File: config.mk
export PLATFORM = sky130hd
export DESIGN_NAME = ltf_top
export DESIGN_NICKNAME = d
export VERILOG_FILES = /design/src/ltf_top.v /design/src/ltf_sync.v
export VERILOG_INCLUDE_DIRS = /design/src /design/src/src
export SDC_FILE = /design/constraint.sdc
export NUM_CORES = 1
export LEC_CHECK = 0
export ABC_AREA = 1
export BUFFER_PORTS_ARGS = -buffer_cell sky130_fd_sc_hd__buf_2
export CAP_MARGIN = 20
export CORE_UTILIZATION = 40
export CTS_CLUSTER_DIAMETER = 150
export DETAILED_ROUTE_END_ITERATION = 6
export PLACE_DENSITY = 0.68
export SLEW_MARGIN = 20
export SYNTH_ARGS = -nofsm -noshare
export SYNTH_HDL_FRONTEND = slang
export SYNTH_HIERARCHICAL = 1
export SYNTH_SLANG_ARGS = --single-unit
File: constraint.sdc
create_clock -name REF_CLK_I -period 5.47 [get_ports REF_CLK_I]
set_input_delay 0.547 -clock REF_CLK_I [delete_from_list [all_inputs] [get_ports REF_CLK_I]]
set_output_delay 0.547 -clock REF_CLK_I [all_outputs]
set_load 0.01 [all_outputs]
File: src/ltf_regs.vh
// constants for the logic trigger and front-panel control block
`ifndef LTF_REGS_VH
`define LTF_REGS_VH

// ********************
// clock and key repeat timing
// ********************
`define LTF_CLK_MHZ      25
`define LTF_REP_SLOW_US  400000
`define LTF_REP_FAST_US  25000
`define LTF_PAUSE_US     600000
`define LTF_CNT_W        24

// ********************
// trigger source select codes
// ********************
`define LTF_SEL_A        2'h0
`define LTF_SEL_B        2'h1
`define LTF_SEL_NEST     2'h2

// ********************
// thresholds, signed, units of 10 mV
// ********************
`define LTF_TH_W         10
`define LTF_TTL_PRESET   10'h08c
`define LTF_ECL_PRESET   10'h37e
`define LTF_TH_MAX       10'h1f4
`define LTF_TH_MIN       10'h20c

// ********************
// scale factors in mV/div, index 2 is most sensitive
// ********************
`define LTF_TTL_SC0      10'h1f4
`define LTF_TTL_SC1      10'h0c8
`define LTF_TTL_SC2      10'h064
`define LTF_ECL_SC0      10'h064
`define LTF_ECL_SC1      10'h032
`define LTF_ECL_SC2      10'h014
`define LTF_SENS_MAX     2'h2
`define LTF_SENS_RST     2'h0

`endif

File: src/ltf_top.v
// logic trigger qualification and front-panel channel control
//
// How it works
// - with qualify on, trigger only at chosen ext clock edge if function true; a nested gate then holds every clock while B true
// - slope set selects rising ext clock edge, cleared selects falling
// - replica trace shows ext clock while qualify is on
// - reset pin forces trigger function false, no trigger output
// - reset in nested mode clears armed state and blocks function B
// - trigger from source select, both programs and live channel levels
// - normal variant gives one pulse per nested fire; gate variant selectable
// - mode key toggles setup and program modes; keys gated by mode
// - setup-mode channel key selects target channel, shown on indicator
// - display off hides trace only; grounded channel leaves trigger logic
// - three sensitivities per family, up key more sensitive, scale to readout
// - ground state disconnects input and grounds the amplifier
// - preset threshold per family: +1.4 V or -1.30 V
// - readout shows selected threshold; second press blanks it only
// - each level press steps one increment; holding repeats faster
// - family change drops adjusted threshold, loads new preset unless the channel has a captured offset
// - offset key: red voltmeter, green capture, off clears to preset
// - offset sequence only with readout on and a channel selected
// - captured offset persists; family change reverts threshold to offset
// - in setup mode, selected channel with non-zero offset lights offset indicator green
// - level keys act only in setup mode with readout on
// - held stepping pauses at preset unless channel has captured offset
// - nested: arm on A, fire on next B, then wait for A again
`default_nettype none
`include "ltf_regs.vh"

module ltf_top #(
	parameter [`LTF_CNT_W-1:0] REP_SLOW_CYC = `LTF_REP_SLOW_US * `LTF_CLK_MHZ,
	parameter [`LTF_CNT_W-1:0] REP_FAST_CYC = `LTF_REP_FAST_US * `LTF_CLK_MHZ,
	parameter [`LTF_CNT_W-1:0] PAUSE_CYC    = `LTF_PAUSE_US * `LTF_CLK_MHZ
) (
	// clock and reset
	input  wire        REF_CLK_I,
	input  wire        RESET_I,
	// circuit under test pins
	input  wire        EXT_CLK_I,
	input  wire        TRIG_RESET_I,
	input  wire [3:0]  CHAN_LEVEL_I,
	// trigger configuration
	input  wire        QUALIFY_EN_I,
	input  wire        SLOPE_RISE_I,
	input  wire        REPLICA_SEL_I,
	input  wire        GATE_VARIANT_I,
	input  wire [1:0]  FUNC_SEL_I,
	input  wire [7:0]  FUNC_A_CARE_I,
	input  wire [7:0]  FUNC_A_POL_I,
	input  wire [7:0]  FUNC_B_CARE_I,
	input  wire [7:0]  FUNC_B_POL_I,
	// front-panel key pulses
	input  wire        KEY_MODE_I,
	input  wire [3:0]  KEY_CHAN_I,
	input  wire        KEY_DISPLAY_I,
	input  wire        KEY_GND_I,
	input  wire        KEY_IMP_I,
	input  wire        KEY_FAMILY_I,
	input  wire        KEY_SENS_UP_I,
	input  wire        KEY_SENS_DN_I,
	input  wire        KEY_READOUT_I,
	input  wire        KEY_OFFSET_I,
	input  wire [4:0]  KEY_PROG_I,
	// level keys, high while held
	input  wire        KEY_LVL_UP_I,
	input  wire        KEY_LVL_DN_I,
	// probe voltmeter sample, 10 mV units
	input  wire [9:0]  PROBE_VOLT_I,
	// trigger outputs
	output reg         TRIG_O,
	output reg         REPLICA_O,
	// channel status
	output reg         SETUP_MODE_O,
	output reg  [3:0]  CHAN_SEL_O,
	output reg  [3:0]  DISPLAY_EN_O,
	output reg  [3:0]  GND_O,
	output reg  [3:0]  IMP_HIGH_O,
	output reg  [3:0]  FAMILY_TTL_O,
	output reg  [7:0]  SENS_O,
	output reg  [9:0]  SCALE_MV_O,
	output wire [39:0] THRESHOLD_READOUT_O,
	// readout and indicators
	output reg         READOUT_ON_O,
	output reg  [9:0]  READOUT_O,
	output reg         OFFSET_RED_O,
	output reg         OFFSET_GREEN_O,
	output reg  [8:0]  PROG_KEY_O
);

	// ********************
	// functions
	// ********************
	function [1:0] idx;
		input [3:0] oh;
		begin
			idx = oh[3] ? 2'h3 : oh[2] ? 2'h2 : oh[1] ? 2'h1 : 2'h0;
		end
	endfunction

	// two product columns ORed; an all-don't-care column is inactive
	function eval;
		input [7:0] care;
		input [7:0] pol;
		input [3:0] lv;
		begin
			eval = ((|care[3:0]) && ((care[3:0] & (pol[3:0] ^ lv)) == 4'h0))
			    || ((|care[7:4]) && ((care[7:4] & (pol[7:4] ^ lv)) == 4'h0));
		end
	endfunction

	function [9:0] preset;
		input ttl;
		begin
			preset = ttl ? `LTF_TTL_PRESET : `LTF_ECL_PRESET;
		end
	endfunction

	function [9:0] scale;
		input       ttl;
		input [1:0] s;
		begin
			case (s)
				2'h0:    scale = ttl ? `LTF_TTL_SC0 : `LTF_ECL_SC0;
				2'h1:    scale = ttl ? `LTF_TTL_SC1 : `LTF_ECL_SC1;
				default: scale = ttl ? `LTF_TTL_SC2 : `LTF_ECL_SC2;
			endcase
		end
	endfunction

	// ********************
	// input synchronisation
	// ********************
	wire [5:0] pin_s;
	reg        ext_prev_q;

	ltf_sync #(.W(6)) u_sync (
		.clk_i (REF_CLK_I),
		.rst_i (RESET_I),
		.d_i   ({TRIG_RESET_I, EXT_CLK_I, CHAN_LEVEL_I}),
		.q_o   (pin_s)
	);

	wire       ext_s  = pin_s[4];
	wire       trst_s = pin_s[5];
	wire [3:0] lvl_s  = pin_s[3:0] & ~GND_O;
	wire       ext_edge = SLOPE_RISE_I ? (ext_s & ~ext_prev_q)
	                                   : (~ext_s & ext_prev_q);

	// ********************
	// trigger evaluation
	// ********************
	localparam [2:0] NS_WAIT_A = 3'h1;
	localparam [2:0] NS_ARMED  = 3'h2;
	localparam [2:0] NS_GATE   = 3'h4;

	reg  [2:0] ns_q;
	reg  [2:0] ns_d;
	reg        fa_prev_q;
	reg        fb_prev_q;
	reg        trig_d;

	// reset pin masks the functions
	wire fa = eval(FUNC_A_CARE_I, FUNC_A_POL_I, lvl_s) & ~trst_s;
	wire fb = eval(FUNC_B_CARE_I, FUNC_B_POL_I, lvl_s) & ~trst_s;
	// an occurrence is a clock-qualified sample or a new rise of the function
	wire occ_a = QUALIFY_EN_I ? (ext_edge & fa) : (fa & ~fa_prev_q);
	wire occ_b = QUALIFY_EN_I ? (ext_edge & fb) : (fb & ~fb_prev_q);
	wire fsel  = (FUNC_SEL_I == `LTF_SEL_B) ? fb : fa;

	always @* begin
		ns_d   = ns_q;
		trig_d = 1'b0;
		if (FUNC_SEL_I != `LTF_SEL_NEST) begin
			ns_d   = NS_WAIT_A;
			trig_d = QUALIFY_EN_I ? (ext_edge & fsel) : fsel;
		end else if (trst_s) begin
			ns_d = NS_WAIT_A;
		end else begin
			case (ns_q)
				NS_WAIT_A: begin
					if (occ_a)
						ns_d = NS_ARMED;
				end
				NS_ARMED: begin
					if (occ_b) begin
						trig_d = 1'b1;
						ns_d   = GATE_VARIANT_I ? NS_GATE : NS_WAIT_A;
					end
				end
				NS_GATE: begin
					// gate holds until b is false, checked every clock even when qualified
					if (fb) begin
						trig_d = 1'b1;
					end else begin
						ns_d = NS_WAIT_A;
					end
				end
				default: ns_d = NS_WAIT_A;
			endcase
		end
	end

	always @(posedge REF_CLK_I or posedge RESET_I) begin
		if (RESET_I) begin
			ns_q       <= NS_WAIT_A;
			ext_prev_q <= 1'b0;
			fa_prev_q  <= 1'b0;
			fb_prev_q  <= 1'b0;
			TRIG_O     <= 1'b0;
			REPLICA_O  <= 1'b0;
		end else begin
			ns_q       <= ns_d;
			ext_prev_q <= ext_s;
			fa_prev_q  <= fa;
			fb_prev_q  <= fb;
			TRIG_O     <= trig_d;
			REPLICA_O  <= REPLICA_SEL_I & (QUALIFY_EN_I ? ext_s : trig_d);
		end
	end

	// ********************
	// channel setup
	// ********************
	wire [1:0] sel      = idx(CHAN_SEL_O);
	wire       in_setup = SETUP_MODE_O;

	reg signed [9:0] th_q  [0:3];
	reg        [9:0] ofs_q [0:3];
	reg        [3:0] ofs_valid_q;
	integer          i;

	assign THRESHOLD_READOUT_O = {th_q[3], th_q[2], th_q[1], th_q[0]};

	// ********************
	// level key repeat
	// ********************
	reg  [`LTF_CNT_W-1:0] rep_cnt_q;
	reg  [`LTF_CNT_W-1:0] rep_int_q;
	reg                   held_prev_q;
	wire lvl_en = in_setup & READOUT_ON_O;
	wire held   = lvl_en & (KEY_LVL_UP_I ^ KEY_LVL_DN_I);
	wire press  = held & ~held_prev_q;
	wire repeat_hit = held & held_prev_q & (rep_cnt_q == {`LTF_CNT_W{1'b0}});
	wire step   = press | repeat_hit;
	wire [`LTF_CNT_W-1:0] half_int = {1'b0, rep_int_q[`LTF_CNT_W-1:1]};
	wire [`LTF_CNT_W-1:0] next_int = (half_int < REP_FAST_CYC) ?
	                                 REP_FAST_CYC : half_int;

	wire signed [9:0] th_sel = th_q[sel];
	wire [9:0] th_step = KEY_LVL_UP_I ?
		((th_sel == $signed(`LTF_TH_MAX)) ? th_sel : th_sel + 10'h001) :
		((th_sel == $signed(`LTF_TH_MIN)) ? th_sel : th_sel - 10'h001);
	wire at_preset = (th_step == preset(FAMILY_TTL_O[sel]));
	wire do_pause  = at_preset & ~ofs_valid_q[sel];

	always @(posedge REF_CLK_I or posedge RESET_I) begin
		if (RESET_I) begin
			rep_cnt_q   <= {`LTF_CNT_W{1'b0}};
			rep_int_q   <= {`LTF_CNT_W{1'b0}};
			held_prev_q <= 1'b0;
		end else begin
			held_prev_q <= held;
			if (press) begin
				rep_int_q <= REP_SLOW_CYC;
				rep_cnt_q <= do_pause ? PAUSE_CYC : REP_SLOW_CYC;
			end else if (repeat_hit) begin
				// interval halves each repeat down to the fast floor
				rep_int_q <= next_int;
				rep_cnt_q <= do_pause ? PAUSE_CYC : next_int;
			end else if (held && rep_cnt_q != {`LTF_CNT_W{1'b0}}) begin
				rep_cnt_q <= rep_cnt_q - {{(`LTF_CNT_W-1){1'b0}}, 1'b1};
			end
		end
	end

	// ********************
	// probe offset sequence
	// ********************
	localparam [2:0] OF_IDLE = 3'h1;
	localparam [2:0] OF_MEAS = 3'h2;
	localparam [2:0] OF_HELD = 3'h4;

	reg  [2:0] of_q;
	reg  [2:0] of_d;
	reg        of_capture;
	reg        of_clear;
	wire       of_key   = KEY_OFFSET_I & lvl_en & (|CHAN_SEL_O);
	wire       chan_key = in_setup & (|KEY_CHAN_I);
	wire       ofs_nz   = (ofs_q[sel] != 10'h000);

	always @* begin
		of_d       = of_q;
		of_capture = 1'b0;
		of_clear   = 1'b0;
		case (of_q)
			OF_IDLE: begin
				if (of_key && ofs_valid_q[sel]) begin
					of_clear = 1'b1;
				end else if (of_key) begin
					of_d = OF_MEAS;
				end
			end
			OF_MEAS: begin
				if (of_key) begin
					of_capture = 1'b1;
					of_d       = OF_HELD;
				end else if (chan_key || !lvl_en) begin
					// leaving the voltmeter view abandons the measurement
					of_d = OF_IDLE;
				end
			end
			OF_HELD: begin
				if (of_key) begin
					of_clear = 1'b1;
					of_d     = OF_IDLE;
				end else if (chan_key || !lvl_en) begin
					of_d = OF_IDLE;
				end
			end
			default: of_d = OF_IDLE;
		endcase
	end

	// ********************
	// front-panel state
	// ********************
	always @(posedge REF_CLK_I or posedge RESET_I) begin
		if (RESET_I) begin
			of_q           <= OF_IDLE;
			SETUP_MODE_O   <= 1'b1;
			CHAN_SEL_O     <= 4'h1;
			DISPLAY_EN_O   <= 4'hf;
			GND_O          <= 4'h0;
			IMP_HIGH_O     <= 4'hf;
			FAMILY_TTL_O   <= 4'hf;
			SENS_O         <= {4{`LTF_SENS_RST}};
			SCALE_MV_O     <= `LTF_TTL_SC0;
			READOUT_ON_O   <= 1'b0;
			READOUT_O      <= 10'h000;
			OFFSET_RED_O   <= 1'b0;
			OFFSET_GREEN_O <= 1'b0;
			PROG_KEY_O     <= 9'h000;
			ofs_valid_q    <= 4'h0;
			for (i = 0; i < 4; i = i + 1) begin
				th_q[i]  <= `LTF_TTL_PRESET;
				ofs_q[i] <= 10'h000;
			end
		end else begin
			of_q <= of_d;
			if (KEY_MODE_I)
				SETUP_MODE_O <= ~SETUP_MODE_O;
			// program keys pass on only in program mode
			PROG_KEY_O <= in_setup ? 9'h000 : {KEY_CHAN_I, KEY_PROG_I};
			if (chan_key)
				CHAN_SEL_O <= KEY_CHAN_I[0] ? 4'h1 : KEY_CHAN_I[1] ? 4'h2 :
				              KEY_CHAN_I[2] ? 4'h4 : 4'h8;
			if (in_setup) begin
				if (KEY_DISPLAY_I)
					DISPLAY_EN_O[sel] <= ~DISPLAY_EN_O[sel];
				if (KEY_GND_I)
					GND_O[sel] <= ~GND_O[sel];
				if (KEY_IMP_I)
					IMP_HIGH_O[sel] <= ~IMP_HIGH_O[sel];
				if (KEY_READOUT_I)
					READOUT_ON_O <= ~READOUT_ON_O;
				if (KEY_SENS_UP_I && SENS_O[2*sel +: 2] != `LTF_SENS_MAX)
					SENS_O[2*sel +: 2] <= SENS_O[2*sel +: 2] + 2'h1;
				else if (KEY_SENS_DN_I && SENS_O[2*sel +: 2] != 2'h0)
					SENS_O[2*sel +: 2] <= SENS_O[2*sel +: 2] - 2'h1;
				if (KEY_FAMILY_I) begin
					FAMILY_TTL_O[sel] <= ~FAMILY_TTL_O[sel];
					// adjusted value is lost; a captured offset survives
					th_q[sel] <= ofs_valid_q[sel] ? ofs_q[sel]
					           : preset(~FAMILY_TTL_O[sel]);
				end else if (step) begin
					th_q[sel] <= th_step;
				end
			end
			if (of_capture) begin
				ofs_q[sel]       <= PROBE_VOLT_I;
				ofs_valid_q[sel] <= 1'b1;
				th_q[sel]        <= PROBE_VOLT_I;
			end else if (of_clear) begin
				ofs_q[sel]       <= 10'h000;
				ofs_valid_q[sel] <= 1'b0;
				th_q[sel]        <= preset(FAMILY_TTL_O[sel]);
			end
			SCALE_MV_O <= scale(FAMILY_TTL_O[sel], SENS_O[2*sel +: 2]);
			// blanked readout leaves every threshold untouched
			READOUT_O <= !READOUT_ON_O ? 10'h000 :
			             (of_q == OF_MEAS) ? PROBE_VOLT_I : th_sel;
			OFFSET_RED_O   <= (of_q == OF_MEAS);
			OFFSET_GREEN_O <= (of_q == OF_HELD) | (in_setup & ofs_nz);
		end
	end

endmodule
`default_nettype wire

File: src/ltf_sync.v
// two-stage synchroniser for inputs from outside the clock domain
`default_nettype none

module ltf_sync #(
	parameter W = 1
) (
	input  wire         clk_i,
	input  wire         rst_i,
	input  wire [W-1:0] d_i,
	output reg  [W-1:0] q_o
);

	reg [W-1:0] meta_q;

	// first stage feeds only the second stage
	always @(posedge clk_i or posedge rst_i) begin
		if (rst_i) begin
			meta_q <= {W{1'b0}};
			q_o    <= {W{1'b0}};
		end else begin
			meta_q <= d_i;
			q_o    <= meta_q;
		end
	end

endmodule
`default_nettype wire

==> metrics <==
cell count after synthesis=1792; RSZ-0062 raised after global routing=false; mux share of post-synthesis cell area=0%; crit path max fanout=28; Final setup viols=0; simple-gate share of the synthesized area=26.44%; Synth Area per Inst=7.105 um^2; met3 Use GR=6.871%; via/cell ratio=5.666; Power Density=620.6 nW/um^2; starting density of the core=41.09%; CTS tree=built; layout cells sized above 1=16.57%; Antenna Nets Post-Route=0; # IOs=179; Port Buf Inserts=176; met2 usage in global routing=40.53%; Area growth syn-to-layout=16.41%; std cell rows=64; initial antenna violation count=2; CP Capture Type=flip-flop; fin crit period=4.235 ns; Post-CTS Setup Bufs=0; vias post-DR=13360; Synth area leaders=dfrtp_1 (35%), nand2_1 (13%), o21ai_0 (8.1%); outcome=finished clean; Compound-Gate Fraction of Synth Area=19.99%; max-cap violations=0; crit path kind=reg -> reg; met1 GRT Util=37.67%; core footprint=30990 um^2; vias in the first global route=12400; Max rail drop VDD=307.1 uV; Adder-Cell Fraction of Synth Area=0.5896%; Fin. Hold Viols=0; Worst-path clk slew=0.06 ns; area of the die=32550 um^2; total CTS buffers=26; setup tns final=0 ns; overflow left after global routing=0; GP Congestion=0.9898; Max Clock Skew=0.02284 ns; area share of the largest cell type after synthesis=35.38%; hold_buf cts=0; Final Max Tran Viols=0; HPWL after DPL=32740 um; layer carrying the most global-route usage=met2; largest net degree at the start of global routing=183; DRT Pass-1 Iters=7; Critical Path RT=5.94 ns; die outline width=180.4 um; total power=9199 uW; YS warnings=6; sequential area share after synthesis=42.39%; xor and xnor fraction of the mapped netlist area=1.091%; htree depth=1; first-pass GRT wire length=69920 um; final worst path period share=77.42%; count of cell types in the netlist=49; cell taking the most area after synthesis=dfrtp_1; DR DRC count=0; most frequently used flop master after synthesis=dfrtp_1; Crit path arrival time=4.70 ns; Startpoint Class=flip-flop; cell area after synthesis=12730 um^2; total track usage=27.31%; FF+latch count, synth=214; chip height=180.4 um; Hold Crit Class=in -> async; Resized cells post-CTS=0; 1st-iter DRT viols=1310; CTS Buffer Depth=3; EDFF count, synth=0; nets=2025; leak pwr=0.007438 uW; Clock Sinks=214; fmax=0.2361 GHz; Total Wirelength=45260 um; clock latency on the worst-skew pair=0.55 ns; worst slew pin tran=0.9823 ns; main combinational cell family by area after synthesis=simple AND/OR/NAND/NOR gates; Root Buffer=clkbuf_16; asr flop ratio synth=100.0%; relative slew slack=34.51%; fillers=3105; Inserted Diodes=0; WL per Instance=19.20 um
-- report_power, final --
group | internal (uW) | total, uW | switching [uW]
combinational | 1450 | 4730 | 3280
sequential | 2210 | 2690 | 482
clock | 1090 | 1770 | 689
-- area by class of cell --
cell class	count	area (um^2)	share of cell area [%]
inverter	235	888.4	5.994
tap	396	495.5	3.343
sequential	214	5398	36.42
clock inverter	6	83.83	0.5656
clock buffer	40	794.5	5.360
multi-input combinational	1272	6133	41.38
timing repair buffer	194	1028	6.939
-- layout by cell type (no fill, tap or decap), drive strengths merged, types with 2 or more instances in the layout --
cell type / instances
a22o: 3
o22ai: 31
nand2: 436
o21a: 5
o221ai: 10
o211ai: 41
clkinv: 8
nor3: 11
dfstp: 34
dfrtp: 180
nand3: 123
nor4: 6
nor2: 190
o21bai: 2
bufinv: 2
a221oi: 3
or2: 13
o21ai: 216
inv: 230
clkbuf: 40
conb: 2
a31oi: 2
xor2: 12
ha: 6
a21oi: 122
buf: 194
nand4: 17
nand3b: 2
a22oi: 9
xnor2: 3
o41ai: 2
-- kinds of logic (layout without fill, tap and decap cells) --
kind of cell               Yosys count  after routing
AOI/OAI and AO/OA                  451            451
xor gates and xnor gates            15             15
adders and majority gates            6              6
buffers and inverters              307            475
DFF                                214            214
other                                1              2
and+or+nand+nor                    798            798
-- through the flow --
stage          cell area (um^2)  hold slack [ns]  utilization (%)  cells  worst slack [ns]
6_report                  14820          0.02992            47.83   2357             1.235
3_3_place_gp              13940           0.3344            44.99   2311             1.272
3_5_place_dp              13940           0.3364            44.99   2311             1.314
5_1_grt                   14820          0.07074            47.83   2357            0.8667
4_1_cts                   14820          0.03793            47.83   2357             1.369
2_1_floorplan             12740           0.3312                -   1793             2.334
-- path summary, 6_finish.rpt --
check	start	cells past startpoint	slack, ns	endpoint
min in group REF_CLK_I	CHAN_LEVEL_I[0]	1	0.12	u_sync/meta_q[0]$_DFF_PP0_
setup reg to reg	CHAN_SEL_O[3]$_DFFE_PP0P_	21	1.24	rep_cnt_q[18]$_DFFE_PP0P_
hold / removal	RESET_I	2	0.03	u_sync/q_o[0]$_DFF_PP0_
setup / recovery	CHAN_SEL_O[3]$_DFFE_PP0P_	21	1.24	rep_cnt_q[18]$_DFFE_PP0P_
hold reg to reg	u_sync/meta_q[0]$_DFF_PP0_	0	0.34	u_sync/q_o[0]$_DFF_PP0_
max in group asynchronous	RESET_I	3	4.09	READOUT_O[7]$_DFF_PP0_
-- Yosys cell counts, types with 5 or more instances --
master    instances
nand2_1         428
o21a_1            5
nor4_1            6
nand3_1         119
nand2_2           8
nand4_1          17
nor2_1          176
o21ai_1          10
nor2_2           10
inv_2            10
or2_2            13
o221ai_1         10
clkbuf_1         49
a22oi_1           9
a21oi_1         120
buf_2             7
o21ai_0         205
ha_1              6
o211ai_1         41
dfstp_2          34
nor3_1           10
dfrtp_1         180
inv_1           220
buf_1             9
xor2_1           11
o22ai_1          31
-- flip-flops by register name, summed over array words and instances, names as in the netlist, 6 cells and up, named ones only --
register             count
PROG_KEY_O               9
rep_cnt_q               24
ofs_q                   40
rep_int_q               23
THRESHOLD_READOUT_O     40
u_sync/meta_q            6
u_sync/q_o               6
SCALE_MV_O               8
READOUT_O               10
-- routing by layer --
metal | vias up | part of all wire, %
met5 | - | 0.060
met4 | 4 | 4.4
met3 | 118 | 11
met2 | 736 | 42
met1 | 6304 | 42
li1 | 6193 | -
-- worst max-delay path, cell delays in order (launching register included) --
cell and delay, ns:
dfrtp_1 0.41, buf_4 0.24, nor2_4 0.47, nor2_1 0.11, nand2_1 0.09, nand2_1 0.12, inv_1 0.17, ha_1 0.36
nand2_1 0.14, nor2_2 0.16, nand2_1 0.07, nand2_1 0.06, nand2_1 0.05, nand2_1 0.07, nand2_2 0.18, nor2_1 0.27
nand4_1 0.19, nand2_2 0.14, nand3_2 0.27, nor2_2 0.43, nor2_1 0.08, nand2_1 0.08
No activity file was read; power rests on OpenSTA's default activity.
